`src/hdl/selftest_pkg.sv`:
```
// shared constants and types for the core self-test controller
package selftest_pkg;
  // byte addresses of the software registers
  localparam logic [7:0] global_control_addr = 8'h00;
  localparam logic [7:0] interval_config_addr = 8'h04;
  localparam logic [7:0] clock_divide_addr = 8'h08;
  localparam logic [7:0] check_control_addr = 8'h0C;
  localparam logic [7:0] global_status_addr = 8'h10;
  localparam logic [7:0] timeout_preload_addr = 8'h14;
  localparam logic [7:0] reset_cause_addr = 8'h18;
  localparam logic [7:0] irq_status_addr = 8'h1C;
  localparam logic [7:0] irq_enable_addr = 8'h20;
  localparam logic [7:0] irq_clear_addr = 8'h24;
  // field positions
  localparam int restart_bit = 0;
  localparam int check_key_lsb = 0;
  localparam int fault_insert_bit = 4;
  localparam int status_done_bit = 0;
  localparam int status_fail_bit = 1;
  localparam int status_timeout_bit = 2;
  localparam int status_busy_bit = 3;
  localparam int cause_selftest_bit = 0;
  localparam int cause_warm_bit = 1;
  // key value that unlocks fault insertion
  localparam logic [3:0] check_key_unlock = 4'hA;
  // reset values and timing
  localparam logic [7:0] interval_count_reset = 8'h01;
  localparam logic [3:0] clock_divide_reset = 4'h0;
  localparam logic [31:0] timeout_preload_reset = 32'h0000_1000;
  localparam logic [15:0] interval_length = 16'h0040;
  localparam logic [7:0] core_reset_cycles = 8'h10;
  localparam logic [31:0] signature_seed = 32'h0000_0001;
  localparam logic [31:0] signature_poly = 32'h04C1_1DB7;
  localparam logic [1:0] axi_okay = 2'h0;
  localparam logic [1:0] axi_slverr = 2'h2;

  typedef enum logic [2:0] {
    st_idle = 3'b000,
    st_run = 3'b001,
    st_check = 3'b010,
    st_core_reset = 3'b011
  } test_state_e;

  typedef struct packed {
    logic done;
    logic fail;
    logic timeout;
  } test_events_s;
endpackage

```
`src/hdl/cpu_logic_selftest_controller.sv`:
```
// logic built-in self test controller for the processor core, with an axi4-lite slave
// Notes on behaviour
// software alone starts each run
// run all intervals or a chosen subset
// programmable slower core clock during test
// core isolated while test runs
// software saves core context beforehand
// core reset after each run
// rest of device keeps running
// self-test reset recorded as reset cause
// timeout counter watches run duration
// key plus fault insert forces fail when interval 0 is among those run
// global control bit 0 restarts test
// without key or insert, fail clears
// timeout ends run, sets status flag
// reset cause register holds latest cause
`timescale 1ns/10ps
`default_nettype none
module cpu_logic_selftest_controller (
  input wire logic aclk,
  input wire logic aresetn,
  input wire logic clk_en,
  input wire logic warm_reset_n,
  input wire logic [7:0] awaddr,
  input wire logic awvalid,
  output logic awready,
  input wire logic [31:0] wdata,
  input wire logic [3:0] wstrb,
  input wire logic wvalid,
  output logic wready,
  output logic [1:0] bresp,
  output logic bvalid,
  input wire logic bready,
  input wire logic [7:0] araddr,
  input wire logic arvalid,
  output logic arready,
  output logic [31:0] rdata,
  output logic [1:0] rresp,
  output logic rvalid,
  input wire logic rready,
  input wire logic [31:0] core_signature,
  output logic core_test_mode,
  output logic core_isolate,
  output logic core_reset_n,
  output logic [3:0] core_clock_divide,
  output logic [7:0] core_interval,
  output logic irq
);
  // register state
  logic [7:0] interval_start, next_interval_start;
  logic [7:0] interval_count, next_interval_count;
  logic [3:0] clock_divide, next_clock_divide;
  logic [3:0] check_key, next_check_key;
  logic fault_insert, next_fault_insert;
  logic [31:0] timeout_preload, next_timeout_preload;
  logic [3:0] global_status, next_global_status;
  logic [1:0] reset_cause, next_reset_cause;
  logic [2:0] irq_status, next_irq_status;
  logic [2:0] irq_enable, next_irq_enable;
  // bus state
  logic aw_held, next_aw_held;
  logic w_held, next_w_held;
  logic [7:0] aw_addr, next_aw_addr;
  logic [31:0] w_data, next_w_data;
  logic [3:0] w_strb, next_w_strb;
  logic b_pending, next_b_pending;
  logic [1:0] b_code, next_b_code;
  logic r_pending, next_r_pending;
  logic [31:0] r_word, next_r_word;
  logic [1:0] r_code, next_r_code;
  // engine state
  selftest_pkg::test_state_e state, next_state;
  logic [7:0] interval, next_interval;
  logic [7:0] left, next_left;
  logic [15:0] step, next_step;
  logic [31:0] watchdog, next_watchdog;
  logic [31:0] signature, next_signature;
  logic [31:0] golden, next_golden;
  logic [7:0] reset_count, next_reset_count;
  logic forced_error, next_forced_error;
  logic warm_seen, next_warm_seen;
  logic write_fire;
  logic restart;
  selftest_pkg::test_events_s events;

  function automatic logic known_addr(input logic [7:0] addr);
    known_addr = (addr[1:0] == 2'h0) && (addr <= selftest_pkg::irq_clear_addr);
  endfunction

  function automatic logic [31:0] merge(input logic [31:0] old, input logic [31:0] data,
                                        input logic [3:0] strb);
    logic [31:0] result;
    result = old;
    for (int i = 0; i < 4; i++) begin
      if (strb[i]) begin
        result[i*8 +: 8] = data[i*8 +: 8];
      end
    end
    merge = result;
  endfunction

  assign awready = !aw_held && !b_pending;
  assign wready = !w_held && !b_pending;
  assign arready = !r_pending;
  assign bvalid = b_pending;
  assign bresp = b_code;
  assign rvalid = r_pending;
  assign rdata = r_word;
  assign rresp = r_code;
  assign write_fire = aw_held && w_held && !b_pending;
  // restart only from a software write; nothing starts a run by itself
  assign restart = write_fire && (aw_addr == selftest_pkg::global_control_addr) &&
                   w_strb[0] && w_data[selftest_pkg::restart_bit];
  assign irq = |(irq_status & irq_enable);

  always_comb begin
    logic [31:0] merged;
    merged = merge(32'h0000_0000, w_data, w_strb);
    next_aw_held = aw_held;
    next_w_held = w_held;
    next_aw_addr = aw_addr;
    next_w_data = w_data;
    next_w_strb = w_strb;
    next_b_pending = b_pending;
    next_b_code = b_code;
    next_r_pending = r_pending;
    next_r_word = r_word;
    next_r_code = r_code;
    next_interval_start = interval_start;
    next_interval_count = interval_count;
    next_clock_divide = clock_divide;
    next_check_key = check_key;
    next_fault_insert = fault_insert;
    next_timeout_preload = timeout_preload;
    next_irq_enable = irq_enable;
    if (awvalid && awready) begin
      next_aw_held = 1'b1;
      next_aw_addr = awaddr;
    end
    if (wvalid && wready) begin
      next_w_held = 1'b1;
      next_w_data = wdata;
      next_w_strb = wstrb;
    end
    if (bvalid && bready) begin
      next_b_pending = 1'b0;
    end
    if (write_fire) begin
      next_aw_held = 1'b0;
      next_w_held = 1'b0;
      next_b_pending = 1'b1;
      next_b_code = known_addr(aw_addr) ? selftest_pkg::axi_okay : selftest_pkg::axi_slverr;
      // configuration other than irq enable is frozen while a run is under way
      if (state == selftest_pkg::st_idle) begin
        unique case (aw_addr)
          selftest_pkg::interval_config_addr: begin
            merged = merge({16'h0000, interval_count, interval_start}, w_data, w_strb);
            next_interval_start = merged[7:0];
            next_interval_count = merged[15:8];
          end
          selftest_pkg::clock_divide_addr: begin
            merged = merge({28'h0000000, clock_divide}, w_data, w_strb);
            next_clock_divide = merged[3:0];
          end
          selftest_pkg::check_control_addr: begin
            merged = merge({27'h0, fault_insert, check_key}, w_data, w_strb);
            next_check_key = merged[3:0];
            next_fault_insert = merged[selftest_pkg::fault_insert_bit];
          end
          selftest_pkg::timeout_preload_addr: begin
            next_timeout_preload = merge(timeout_preload, w_data, w_strb);
          end
          selftest_pkg::irq_enable_addr: begin
            merged = merge({29'h0, irq_enable}, w_data, w_strb);
            next_irq_enable = merged[2:0];
          end
          default: begin
          end
        endcase
      end else if (aw_addr == selftest_pkg::irq_enable_addr) begin
        merged = merge({29'h0, irq_enable}, w_data, w_strb);
        next_irq_enable = merged[2:0];
      end
    end
    if (arvalid && arready) begin
      next_r_pending = 1'b1;
      next_r_code = known_addr(araddr) ? selftest_pkg::axi_okay : selftest_pkg::axi_slverr;
      unique case (araddr)
        selftest_pkg::interval_config_addr: next_r_word = {16'h0, interval_count, interval_start};
        selftest_pkg::clock_divide_addr: next_r_word = {28'h0, clock_divide};
        selftest_pkg::check_control_addr: next_r_word = {27'h0, fault_insert, check_key};
        selftest_pkg::global_status_addr: next_r_word = {28'h0, global_status};
        selftest_pkg::timeout_preload_addr: next_r_word = timeout_preload;
        selftest_pkg::reset_cause_addr: next_r_word = {30'h0, reset_cause};
        selftest_pkg::irq_status_addr: next_r_word = {29'h0, irq_status};
        selftest_pkg::irq_enable_addr: next_r_word = {29'h0, irq_enable};
        default: next_r_word = 32'h0000_0000;
      endcase
    end else if (rvalid && rready) begin
      next_r_pending = 1'b0;
    end
  end

  always_comb begin
    next_state = state;
    next_interval = interval;
    next_left = left;
    next_step = step;
    next_watchdog = watchdog;
    next_signature = signature;
    next_golden = golden;
    next_reset_count = reset_count;
    next_forced_error = forced_error;
    next_global_status = global_status;
    events = '{done: 1'b0, fail: 1'b0, timeout: 1'b0};
    unique case (state)
      selftest_pkg::st_idle: begin
        if (restart && interval_count != 8'h00) begin
          next_state = selftest_pkg::st_run;
          next_interval = interval_start;
          next_left = interval_count;
          next_step = 16'h0000;
          next_watchdog = timeout_preload;
          next_signature = selftest_pkg::signature_seed;
          next_golden = selftest_pkg::signature_seed;
          next_forced_error = 1'b0;
          next_global_status = 4'h0;
          next_global_status[selftest_pkg::status_busy_bit] = 1'b1;
        end
      end
      selftest_pkg::st_run: begin
        // compacted core response against the reference built from the same seed
        next_signature = {signature[30:0], 1'b0} ^
                         (signature[31] ? selftest_pkg::signature_poly : 32'h0) ^ core_signature;
        next_golden = {golden[30:0], 1'b0} ^
                      (golden[31] ? selftest_pkg::signature_poly : 32'h0) ^ core_signature;
        if (interval == 8'h00 && check_key == selftest_pkg::check_key_unlock && fault_insert) begin
          next_forced_error = 1'b1;
        end
        next_watchdog = watchdog - 32'h1;
        if (watchdog == 32'h0) begin
          next_state = selftest_pkg::st_core_reset;
          next_reset_count = selftest_pkg::core_reset_cycles;
          next_global_status[selftest_pkg::status_timeout_bit] = 1'b1;
          next_global_status[selftest_pkg::status_fail_bit] = 1'b1;
          next_global_status[selftest_pkg::status_busy_bit] = 1'b0;
          events.timeout = 1'b1;
          events.fail = 1'b1;
        end else if (step == selftest_pkg::interval_length - 16'h1) begin
          next_step = 16'h0000;
          next_interval = interval + 8'h1;
          next_left = left - 8'h1;
          if (left == 8'h01) begin
            next_state = selftest_pkg::st_check;
          end
        end else begin
          next_step = step + 16'h1;
        end
      end
      selftest_pkg::st_check: begin
        next_state = selftest_pkg::st_core_reset;
        next_reset_count = selftest_pkg::core_reset_cycles;
        next_global_status[selftest_pkg::status_done_bit] = 1'b1;
        next_global_status[selftest_pkg::status_busy_bit] = 1'b0;
        next_global_status[selftest_pkg::status_fail_bit] =
          forced_error || (signature != golden);
        events.done = 1'b1;
        events.fail = forced_error || (signature != golden);
      end
      selftest_pkg::st_core_reset: begin
        next_reset_count = reset_count - 8'h1;
        if (reset_count == 8'h01) begin
          next_state = selftest_pkg::st_idle;
        end
      end
      default: begin
        next_state = selftest_pkg::st_idle;
      end
    endcase
  end

  always_comb begin
    next_warm_seen = 1'b0;
    next_reset_cause = reset_cause;
    // a new cause replaces the old one so the latest reset is what software sees
    if (!warm_reset_n && warm_seen == 1'b0) begin
      next_reset_cause = 2'h0;
      next_reset_cause[selftest_pkg::cause_warm_bit] = 1'b1;
    end
    if (state == selftest_pkg::st_core_reset && reset_count == 8'h01) begin
      next_reset_cause = 2'h0;
      next_reset_cause[selftest_pkg::cause_selftest_bit] = 1'b1;
    end
    next_warm_seen = !warm_reset_n;
    // set wins over a clear in the same cycle
    next_irq_status = irq_status;
    if (write_fire && aw_addr == selftest_pkg::irq_clear_addr && w_strb[0]) begin
      next_irq_status = irq_status & ~w_data[2:0];
    end
    next_irq_status = next_irq_status | {events.timeout, events.fail, events.done};
  end

  always_ff @(posedge aclk) begin
    if (!aresetn) begin
      aw_held <= 1'b0;
      w_held <= 1'b0;
      aw_addr <= 8'h00;
      w_data <= 32'h0000_0000;
      w_strb <= 4'h0;
      b_pending <= 1'b0;
      b_code <= selftest_pkg::axi_okay;
      r_pending <= 1'b0;
      r_word <= 32'h0000_0000;
      r_code <= selftest_pkg::axi_okay;
      interval_start <= 8'h00;
      interval_count <= selftest_pkg::interval_count_reset;
      clock_divide <= selftest_pkg::clock_divide_reset;
      check_key <= 4'h0;
      fault_insert <= 1'b0;
      timeout_preload <= selftest_pkg::timeout_preload_reset;
      irq_enable <= 3'h0;
      irq_status <= 3'h0;
      reset_cause <= 2'h0;
      warm_seen <= 1'b0;
      state <= selftest_pkg::st_idle;
      interval <= 8'h00;
      left <= 8'h00;
      step <= 16'h0000;
      watchdog <= 32'h0000_0000;
      signature <= 32'h0000_0000;
      golden <= 32'h0000_0000;
      reset_count <= 8'h00;
      forced_error <= 1'b0;
      global_status <= 4'h0;
    end else if (clk_en) begin
      aw_held <= next_aw_held;
      w_held <= next_w_held;
      aw_addr <= next_aw_addr;
      w_data <= next_w_data;
      w_strb <= next_w_strb;
      b_pending <= next_b_pending;
      b_code <= next_b_code;
      r_pending <= next_r_pending;
      r_word <= next_r_word;
      r_code <= next_r_code;
      interval_start <= next_interval_start;
      interval_count <= next_interval_count;
      clock_divide <= next_clock_divide;
      check_key <= next_check_key;
      fault_insert <= next_fault_insert;
      timeout_preload <= next_timeout_preload;
      irq_enable <= next_irq_enable;
      irq_status <= next_irq_status;
      reset_cause <= next_reset_cause;
      warm_seen <= next_warm_seen;
      state <= next_state;
      interval <= next_interval;
      left <= next_left;
      step <= next_step;
      watchdog <= next_watchdog;
      signature <= next_signature;
      golden <= next_golden;
      reset_count <= next_reset_count;
      forced_error <= next_forced_error;
      global_status <= next_global_status;
    end
  end

  // core-facing controls; only the core is touched, the rest of the device runs on
  always_ff @(posedge aclk) begin
    if (!aresetn) begin
      core_test_mode <= 1'b0;
      core_isolate <= 1'b0;
      core_reset_n <= 1'b1;
      core_clock_divide <= 4'h0;
      core_interval <= 8'h00;
    end else if (clk_en) begin
      core_test_mode <= (next_state == selftest_pkg::st_run);
      core_isolate <= (next_state != selftest_pkg::st_idle);
      core_reset_n <= (next_state != selftest_pkg::st_core_reset);
      core_clock_divide <= (next_state == selftest_pkg::st_run) ? clock_divide : 4'h0;
      core_interval <= next_interval;
    end
  end
endmodule
`default_nettype wire

```
`config.mk`:
```
export PLATFORM = sky130hd
export DESIGN_NAME = cpu_logic_selftest_controller
export DESIGN_NICKNAME = d
export VERILOG_FILES = /design/src/hdl/selftest_pkg.sv /design/src/hdl/cpu_logic_selftest_controller.sv
export SDC_FILE = /design/constraint.sdc
export NUM_CORES = 1
export LEC_CHECK = 0
export ABC_AREA = 1
export BUFFER_PORTS_ARGS = -buffer_cell sky130_fd_sc_hd__buf_2
export CAP_MARGIN = 20
export CORE_MARGIN = 3
export CORE_UTILIZATION = 45
export CTS_CLUSTER_SIZE = 16
export DETAILED_ROUTE_END_ITERATION = 10
export PLACE_DENSITY = 0.63
export SLEW_MARGIN = 15
export SYNTH_ARGS = -nofsm -noshare
export SYNTH_HDL_FRONTEND = slang
export SYNTH_SLANG_ARGS = --single-unit
```
`constraint.sdc`:
```
create_clock -name aclk -period 2.55 [get_ports aclk]
set_input_delay 0.1275 -clock aclk [delete_from_list [all_inputs] [get_ports aclk]]
set_output_delay 0.1275 -clock aclk [all_outputs]
set_load 0.1 [all_outputs]
```
Yosys cells after proc, flatten, opt, wreduce, memory -nomap -nowiden:

Index checks and enable logic that the tools add are counted.

* output and inout port bits: 57
* bits in registers: 301
* bits of input ports: 93
* logic and storage cells: 210

* muxes and demuxes: 55
* bitwise operators: 9
* equal/unequal tests: 29
* reductions and logical operators: 71
* magnitude comparators: 2
* add/subtract/negate cells: 5

Operators with widths (number)
* 32-bit case mux with 8 select lines: 1
* 32-bit case mux with 2 select lines: 3
* 32-bit two-way mux: 2
* 32-bit by 27-bit XOR with 32-bit output: 2
* 32-bit XOR: 2
* 8-bit two-way mux: 7
* 27-bit two-way mux: 2
* 16-bit two-way mux: 3
* 5-bit AND reduction: 9
* 8-bit by 5-bit equality test with 1-bit output, second input constant: 5
* 8-bit by 4-bit equality test with 1-bit output, second input constant: 4
* 32-bit logical NOT: 1
* 32-bit != test: 1
* 16-bit case mux with 2 select lines: 1
* 8-bit case mux with 2 select lines: 2
* 32-bit by 1-bit subtractor with 32-bit output, second input constant: 1
* 8-bit by 6-bit equality test with 1-bit output, second input constant: 3
* 8-bit case mux with 3 select lines: 1
* 1-bit logical AND: 21
* 3-bit two-way mux: 7
* 4-bit AND reduction: 5
* 2-bit AND reduction: 9
* 16-bit by 1-bit adder with 16-bit output, second input constant: 1
* 16-bit by 6-bit equality test with 1-bit output, second input constant: 1
* other kinds (31): 77

Longest topological paths before layout:

Gate-level depths: netlist of the first run.

* depth in word-level cells: 10
* mapped depth: 14

Least setup slack after synthesis of the first run:

No wires, ideal clock.

* path type: flip-flop to flip-flop
* from: register b_pending, in the netlist bvalid
* to: register w_data[14]
* clock period less this slack: 3.152 ns
* arrival time: 3.024 ns
* library setup time: 0.128 ns
* path slack: -0.602 ns
* cell stages (with the launch flop): 7
* buffers on the path: 2
* required time: 2.422 ns
* path through: dfxtp_1 nor2_1 nand3_1 clkbuf_1 clkbuf_1 o21ai_0 a21oi_1

* cells in the longest elaborated chain, start to end: 4

Ends and longest elaborated chain
* start: declaration: RTL line cpu_logic_selftest_controller.sv:66 `logic b_pending, next_b_pending;`
* start signal: assignment: RTL line cpu_logic_selftest_controller.sv:341 `b_pending <= next_b_pending;`
* 1-bit logical NOT: RTL line cpu_logic_selftest_controller.sv:103 `assign wready = !w_held && !b_pending;`
* 1-bit logical AND: RTL line cpu_logic_selftest_controller.sv:103
* via wready: RTL line cpu_logic_selftest_controller.sv:30 `output logic wready,`
* 1-bit logical AND: RTL line cpu_logic_selftest_controller.sv:140 `if (wvalid && wready) begin`
* 2-bit AND reduction (no source line)
* end signal: assignment: RTL line cpu_logic_selftest_controller.sv:339 `w_data <= next_w_data;`
* end: declaration: RTL line cpu_logic_selftest_controller.sv:64 `logic [31:0] w_data, next_w_data;`

The timed path passes the listed nets, and every way through them passes these cells.
A chain may end at the register's enable or synchronous reset.

Worst setup path in the final report of the first run:

* from: input port araddr[1]
* to: register r_word[2], in the netlist rdata[2]

* cells in the longest elaborated chain, start to end: 2
* elaborated cells on any way between the ends: 9

Ends and longest elaborated chain
* start: declaration: RTL line cpu_logic_selftest_controller.sv:34 `input wire logic [7:0] araddr,`
* 8-bit by 6-bit equality test with 1-bit output, or another cell as far along: RTL line cpu_logic_selftest_controller.sv:188 `unique case (araddr)`
* 32-bit case mux with 8 select lines *: RTL line cpu_logic_selftest_controller.sv:188
* end signal: assignment: RTL line cpu_logic_selftest_controller.sv:344 `r_word <= next_r_word;`
* end: declaration: RTL line cpu_logic_selftest_controller.sv:69 `logic [31:0] r_word, next_r_word;`

Mark *: on every way between the ends. The rest lies on a longest branch, timed or not.

==> results by group, run 1 <==
Hold path
  • Hold_sp: core_signature[18]
  • WHS Path Cells: 5
  • Worst hold path class: in -> reg
  • WHS Endpoint: signature[18]$_SDFFE_PN0P_

CTS
  • Clock Latency Late Sink: 0.53 ns
  • Clock sinks: 299
  • Clock slew at reported path FFs: 0.06 ns
  • Num CTS Buffers: 35
  • Resized Gates After CTS: 0
  • CTS Root Cell: clkbuf_16
  • Post-CTS Setup Inserts: 0
  • # H-tree levels: 2
  • Clock buffer depth: 3
  • CTS tree: built

Synth
  • Top-count cell post-synth: nor2_1
  • Avg Inst Size Synth: 6.873 sq um
  • Post-synth top area cell: dfxtp_1
  • Area share of the largest cell type after synthesis: 39.32%
  • Largest cells by area after synthesis: dfxtp_1 (39%), nor2_1 (9.7%), nand2_1 (9.6%)
  • Post-Syn Area: 15220 sq um
  • Ys async rst share: 0%
  • Post-synth EDFFs: 0
  • Synth top cells by count: nor2_1 (393), nand2_1 (389), dfxtp_1 (299)
  • Synth unique cells: 48
  • Synth Warn #: 0
  • Top FF cell, synth: dfxtp_1
  • Seq/Total Area, Yosys: 39.32%
  • Post-Syn Instances: 2215
  • Flops & latches, synth: 299

Routing
  • Pre-antenna DRT Iters: 5
  • Final WL: 44000 um
  • Via count: 14710
  • Drt via density: 5.174
  • Number of DRC markers in iteration 0: 1111
  • DRC: 0
  • Antenna viol nets, final: 0
  • Wire per inst: 15.47 um

Die
  • Die area: 36070 sq um
  • Die Height: 189.9 um
  • Initial Util: 46.20%
  • Row cnt: 66
  • Die W: 189.9 um
  • Io pins: 150
  • CORE AREA: 32950 sq um

Setup path
  • CP most frequent cell: nand2_1
  • Crit. End Element: register
  • Crit path largest cell delay: 0.52 ns
  • WP data required: 3.00 ns
  • Worst Path Arrival: 2.69 ns
  • Slowest cell on crit path: dlygate4sd3_1
  • Reg2reg path depth: 10
  • Reg2reg start: aw_addr[0]$_SDFFE_PN0P_
  • Kind of critical path: in -> reg
  • Crit path max fanout: 23
  • Critical path, cell by cell: dlygate4sd3_1 > buf_2 > nor2_1 > nand2_1 > nor2_2 > nand2_1 > inv_2 > nand2_1 > nand4_1 > o21ai_0 > a21oi_1
  • CP Launch Type: input pin
  • Reg2Reg Capture Point: core_interval[2]$_SDFFE_PN0P_
  • R2r setup slk: 0.43 ns
  • CP top delay family: simple AND/OR/NAND/NOR gates
  • CP Buf/Inv Count: 3

Place
  • Placed Area: 16260 sq um
  • GP Congestion: 0.9377
  • Post-detail-place hpwl: 31500 um
  • Dpl cells: 2727
  • Port bufs: 147

Power
  • Switch share: 24.10%
  • Clock group share of total power: 49.0%
  • Leakage power total: 7.300 nW
  • P_sw: 0.002630 W
  • Internal power: 0.008283 W
  • Share of power burned in registers: 44.0%
  • Peak VDD IR: 0.4027 mV
  • Power, Total: 0.01091 W
  • Comb power frac: 7.0%
  • Power per Cell Area: 604.3 nW/um^2

STA
  • RSZ-0062 raised after global routing: no
  • Endpoints failing setup: 0
  • Number of hold violations in the final report: 0
  • Fin crit period: 2.237 ns
  • Slew Limit Fails: 0
  • F_max: 0.4470 GHz
  • WHS: 0.01175 ns
  • Setup TNS Final: 0 ns
  • Clock skew: 0.02002 ns
  • Worst-Margin Slew: 0.7238 ns
  • Slew Limit Headroom: 51.44%
  • Fin crit share: 87.73%

Final layout
  • Fillers: 3238
  • Share of cells above drive strength 1: 12.29%
  • Layout area overhead: 18.62%
  • Fin cells: 2844
  • Nets: 2479
  • Final Instance Area: 18060 sq um

Global route
  • GRT Util Overall: 23.98%
  • Largest net degree at the start of global routing: 157
  • Gr ovfl total: 0
  • Initial antenna violation count: 2
  • Vias in the first global route: 13780
  • First-pass GRT wire length: 70960 um

Flow run
  • Max-cap violations: 0

Run status
  • Outcome: finished clean
## final cells by class
| type | instances | area (sq um) | area share (%) |
|---|---|---|---|
| timing repair buffer | 228 | 1534 | 8.495 |
| clock buffer | 48 | 1005 | 5.564 |
| tap | 442 | 553.0 | 3.063 |
| antenna | 1 | 2.502 | 0.01386 |
| inverter | 199 | 754.5 | 4.178 |
| sequential | 299 | 5987 | 33.16 |
| clock inverter | 13 | 236.5 | 1.310 |
| multi-input combinational | 1614 | 7985 | 44.22 |
## worst min-delay path: stages
cell     delay, ns
buf_2         0.10
xnor2_1       0.06
nor2_1        0.09
a21oi_1       0.04
nor2_1        0.07
## layout by cell type, fill, tap and decap left out, types with 9 or more instances in the layout
cell type	n
a21oi_1	216
ha_1	9
xor2_1	48
o22ai_1	13
nand4_1	28
or2_2	12
buf_2	146
clkbuf_16	35
a211oi_1	12
o21ai_0	189
xnor2_1	73
nand2_1	389
dfxtp_1	298
nand3_1	119
o21ai_1	13
nor3_1	30
inv_1	189
dlygate4sd3_1	55
nor2_2	13
nor2_1	391
buf_4	23
## how the worst max path moves through the flow
stage | end | slack [ns] | cells past startpoint | start
3_5_place_dp | rdata[2]$_SDFFE_PN0P_ | 0.36 | 10 | araddr[1]
3_3_place_gp | rdata[2]$_SDFFE_PN0P_ | 0.40 | 10 | araddr[1]
2_1_floorplan | aw_addr[4]$_SDFFE_PN0P_ | 0.09 | 5 | bvalid$_SDFFE_PN0P_
6_report | rdata[2]$_SDFFE_PN0P_ | 0.31 | 11 | araddr[1]
5_1_grt | rdata[2]$_SDFFE_PN0P_ | 0.17 | 11 | araddr[1]
4_1_cts | rdata[2]$_SDFFE_PN0P_ | 0.36 | 11 | araddr[1]
## logic make-up (layout without fill, tap and decap cells)
kind of cell / after synthesis / count (layout) / share of synthesized area [%]
flops: 299 / 299 / 39.32
other cells: 1 / 3 / 0.02463
buf+inv: 303 / 488 / 8.318
xor+xnor: 121 / 121 / 6.961
simple gates: 1017 / 1017 / 28.59
compound gates: 464 / 464 / 15.99
mux: 1 / 1 / 0.06575
fa+ha+maj: 9 / 9 / 0.7397
## per-stage QoR
step,setup WS (ns),utilization (%)
floorplan,0.09002,-
global placement,0.3970,49.36
detailed placement,0.3604,49.36
CTS,0.3639,54.80
global route,0.1679,54.80
finish,0.3130,54.80
## what timing repair did
| action | in CTS | in global routing |
|---|---|---|
| setup endpoints to repair | 0 | 0 |
| endpoints found under the hold margin | 55 | 0 |
| hold buffers | 55 | 0 |
## registers in the layout, summed over array words and instances (netlist names), 2 cells and up
signal,cells
core_interval,8
reset_cause,2
irq_status,3
check_key,4
aw_addr,8
core_clock_divide,4
irq_enable,3
w_strb,4
clock_divide,4
watchdog,32
state,3
step,16
w_data,32
timeout_preload,32
left,8
interval_count,8
golden,32
signature,32
reset_count,8
global_status,4
rdata,32
interval_start,8
## per-layer routing
layer	track usage (%)	wire (um)
met1	32.32	19820
met2	39.57	20060
met3	3.501	2695
met4	7.904	1419
met5	0	7
## power groups by stage
| stage | sequential [W] | clock (W) | combinational [W] |
|---|---|---|---|
| 2_1_floorplan | 0.00503 | 0 | 0.000350 |
| 3_3_place_gp | 0.00490 | 0 | 0.000695 |
| 3_5_place_dp | 0.00490 | 0 | 0.000700 |
| 4_1_cts | 0.00480 | 0.00543 | 0.000767 |
| 5_1_grt | 0.00481 | 0.00562 | 0.000834 |
| 6_report | 0.00480 | 0.00535 | 0.000766 |
Power figures use the tool's default switching activity.
==> inputs of run 2 (changes only) <==
ABC_AREA = default   (was 1)
PLACE_DENSITY = 0.64   (was 0.63)
==> results by group, run 2 <==
Setup path
  • Worst Path Arrival: 2.87 ns (+0.18 ns)
  • Crit path largest cell delay: 0.50 ns (-0.02 ns)
  • WP data required: 2.96 ns (-0.04 ns)
  • CP Launch Type: register
  • CP top delay family: simple AND/OR/NAND/NOR gates
  • R2r setup slk: 0.09 ns (-0.34 ns)
  • Slowest cell on crit path: or4b_1
  • Crit path max fanout: 6 (-74%)
  • CP Buf/Inv Count: 1 (-2)
  • Kind of critical path: reg -> reg
  • Crit. End Element: register
  • Critical path, cell by cell: or4b_1 > a211o_1 > or3_1 > a211oi_4 > buf_4 > nor2_1 > a211oi_1

CTS
  • Num CTS Buffers: 35 (unchanged)
  • Clock Latency Late Sink: 0.51 ns (-0.02 ns)
  • CTS tree: built
  • Clock buffer depth: 3 (unchanged)
  • CTS Root Cell: clkbuf_16
  • # H-tree levels: 2 (unchanged)
  • Clock sinks: 299 (unchanged)
  • Clock slew at reported path FFs: 0.05 ns (about the same)

Synth
  • Post-synth EDFFs: 0 (unchanged)
  • Area share of the largest cell type after synthesis: 42.16% (+2.8 points)
  • Compound-Gate Fraction of Synth Area: 18.91% (+2.9 points)
  • Post-Syn Area: 14200 sq um (-6.7%)
  • Top FF cell, synth: dfxtp_1
  • Largest family of logic cells by synthesized area: simple AND/OR/NAND/NOR gates
  • Ys async rst share: 0% (unchanged)
  • Largest cells by area after synthesis: dfxtp_1 (42%), a21oi_1 (7.3%), nand2_1 (7.1%)
  • Synth unique cells: 76 (+58%)
  • Seq/Total Area, Yosys: 42.16% (+2.8 points)
  • Post-synth top area cell: dfxtp_1
  • Flops & latches, synth: 299 (unchanged)
  • Post-synthesis simple-gate area fraction: 23.37% (-5.2 points)
  • Adder-Cell Fraction of Synth Area: 0.7932% (+0.053 points)
  • Top-count cell post-synth: dfxtp_1
  • Mux cell area share after synthesis: 2.838% (+2.8 points)
  • Avg Inst Size Synth: 8.017 sq um (+17%)
  • Synth Area in XOR/XNOR: 7.958% (+1.0 points)
  • Synth top cells by count: dfxtp_1 (299), nand2_1 (269), a21oi_1 (207)
  • Synth Warn #: 0 (unchanged)
  • Post-Syn Instances: 1771 (-20%)

STA
  • Final worst slack: 0.08881 ns (-0.2242 ns)
  • Slew Limit Headroom: 53.50% (+2.1 points)
  • F_max: 0.4063 GHz (-9.1%)
  • Setup TNS Final: 0 ns (unchanged)
  • Number of hold violations in the final report: 0 (unchanged)
  • Fin crit period: 2.461 ns (+0.2242 ns)
  • Slew Limit Fails: 0 (unchanged)
  • Worst-Margin Slew: 0.6955 ns (-0.02830 ns)
  • WHS: 0.01304 ns (+0.001283 ns)
  • Endpoints failing setup: 0 (unchanged)
  • Fin crit share: 96.52% (+8.8 points)
  • Clock skew: 0.02034 ns (+0.0003219 ns)

Power
  • Power per Cell Area: 631.1 nW/um^2 (+4.4%)
  • P_sw: 0.002741 W (+4.3%)
  • Comb power frac: 10.9% (+3.9 points)
  • Leakage power total: 6.876 nW (-5.8%)
  • Peak VDD IR: 0.3693 mV (-8.3%)
  • Clock group share of total power: 45.3% (-3.7 points)
  • Switch share: 24.85% (+0.75 points)
  • Share of power burned in registers: 43.8% (-0.2 points)
  • Internal power: 0.008291 W (about the same)

Global route
  • Largest net degree at the start of global routing: 85 (-46%)
  • Vias in the first global route: 12850 (-6.8%)
  • GRT Util Overall: 24.52% (+0.54 points)
  • Gr ovfl total: 0 (unchanged)
  • Initial antenna violation count: 0 (-2)
  • First-pass GRT wire length: 67900 um (-4.3%)

Final layout
  • Commonest non-fill, non-tap cell in the layout: dfxtp_1
  • Most frequent cells in the layout: dfxtp_1 (297), nand2_1 (268), a21oi_1 (207), nor2_1 (153), buf_2 (147)
  • Layout area overhead: 23.12%
  • Final Instance Area: 17480 sq um (-3.2%)
  • Nets: 2083 (-16%)
  • Share of cells above drive strength 1: 16.23% (+3.9 points)
  • Fin cells: 2399 (-16%)
  • Number of diodes: 0 (-1)

Die
  • Io pins: 150 (unchanged)
  • Initial Util: 46.05% (-0.15 points)
  • CORE AREA: 30830 sq um (-6.4%)
  • Die Height: 183.6 um (-3.3%)
  • Die area: 33720 sq um (-6.5%)
  • Die W: 183.6 um (-3.3%)
  • Row cnt: 64 (-3.0%)

Run status
  • Outcome: finished clean

Routing
  • DRC: 0 (unchanged)
  • Antenna viol nets, final: 0 (unchanged)
  • Drt via density: 5.681 (+9.8%)
  • Number of DRC markers in iteration 0: 917 (-17%)
  • Final WL: 42940 um (-2.4%)
  • Wire per inst: 17.90 um (+16%)
  • Via count: 13630 (-7.4%)
  • Pre-antenna DRT Iters: 5 (unchanged)

Place
  • Placed Area: 15740 sq um (-3.2%)
  • Worst slack, placed: 0.03362 ns (-0.3268 ns)
  • Port bufs: 147 (unchanged)
  • Dpl cells: 2285 (-16%)
  • Post-detail-place hpwl: 29720 um (-5.7%)
  • GP Congestion: 0.8850 (-5.6%)

Hold path
  • Worst hold path class: in -> reg

Flow run
  • Max-cap violations: 0 (unchanged)
-- run 2: final cells by class --
| cell class | instances | area (sq um) |
|---|---|---|
| clock inverter | 6 | 120.1 |
| inverter | 22 | 95.09 |
| timing repair buffer | 289 | 2033 |
| clock buffer | 53 | 1025 |
| multi-input combinational | 1334 | 7719 |
| fill | 2818 | 13350 |
| sequential | 299 | 5993 |
| tap | 396 | 495.5 |
-- run 2: cell families after synthesis --
family / after synthesis
AOI/OAI and AO/OA: 440
other: 1
and+or+nand+nor: 714
buffers and inverters: 139
muxes: 40
adders and majority gates: 9
DFF: 299
xor gates and xnor gates: 129
-- run 2: what timing repair did --
| action | in CTS | in global routing |
|---|---|---|
| setup endpoints to repair | 0 | 57 |
| endpoints found under the hold margin | 50 | 0 |
| setup buffers | 0 | 5 |
| hold buffers | 49 | 0 |
| gates resized for setup | 0 | 9 |
-- run 2: path summary, 6_finish.rpt --
path,end,start,cells after the start
max reg2reg,core_interval[1]$_SDFFE_PN0P_,bvalid$_SDFFE_PN0P_,7
max,core_interval[1]$_SDFFE_PN0P_,bvalid$_SDFFE_PN0P_,7
min reg2reg,rdata[1]$_SDFFE_PN0P_,rdata[1]$_SDFFE_PN0P_,2
min,golden[19]$_SDFFE_PN0P_,core_signature[19],4
-- run 2: per-layer routing --
metal  part of all wire (%)  wire length, um  track usage [%]  up-vias
li1                       -                -                -     6658
met1                     44            18930            32.66     6471
met2                     47            20380            41.49      426
met3                    5.9             2517            3.641       73
met4                    2.6             1114            7.099        0
met5                      0                0                0        -
-- run 2: tightest hold or removal path, delay by kind of cell --
kind	cells	cell delay, ns
AOI/OAI and AO/OA	1	0.13
buffers and inverters	1	0.10
and+or+nand+nor	1	0.05
xor gates and xnor gates	1	0.06
-- run 2: power groups by stage --
stage,logic [W],registers [W],clock network (W)
after floorplan,0.000673,0.00495,0
after global placement,0.00110,0.00493,0
after detailed placement,0.00111,0.00493,0
after CTS,0.00117,0.00483,0.00510
after global routing,0.00130,0.00484,0.00527
final,0.00120,0.00483,0.00500
-- run 2: per-stage QoR --
stage	utilization [%]	power (W)
after floorplan	-	0.005620
after global placement	51.07	0.006029
after detailed placement	51.07	0.006040
after CTS	56.37	0.01111
after global routing	56.70	0.01141
final	56.70	0.01103
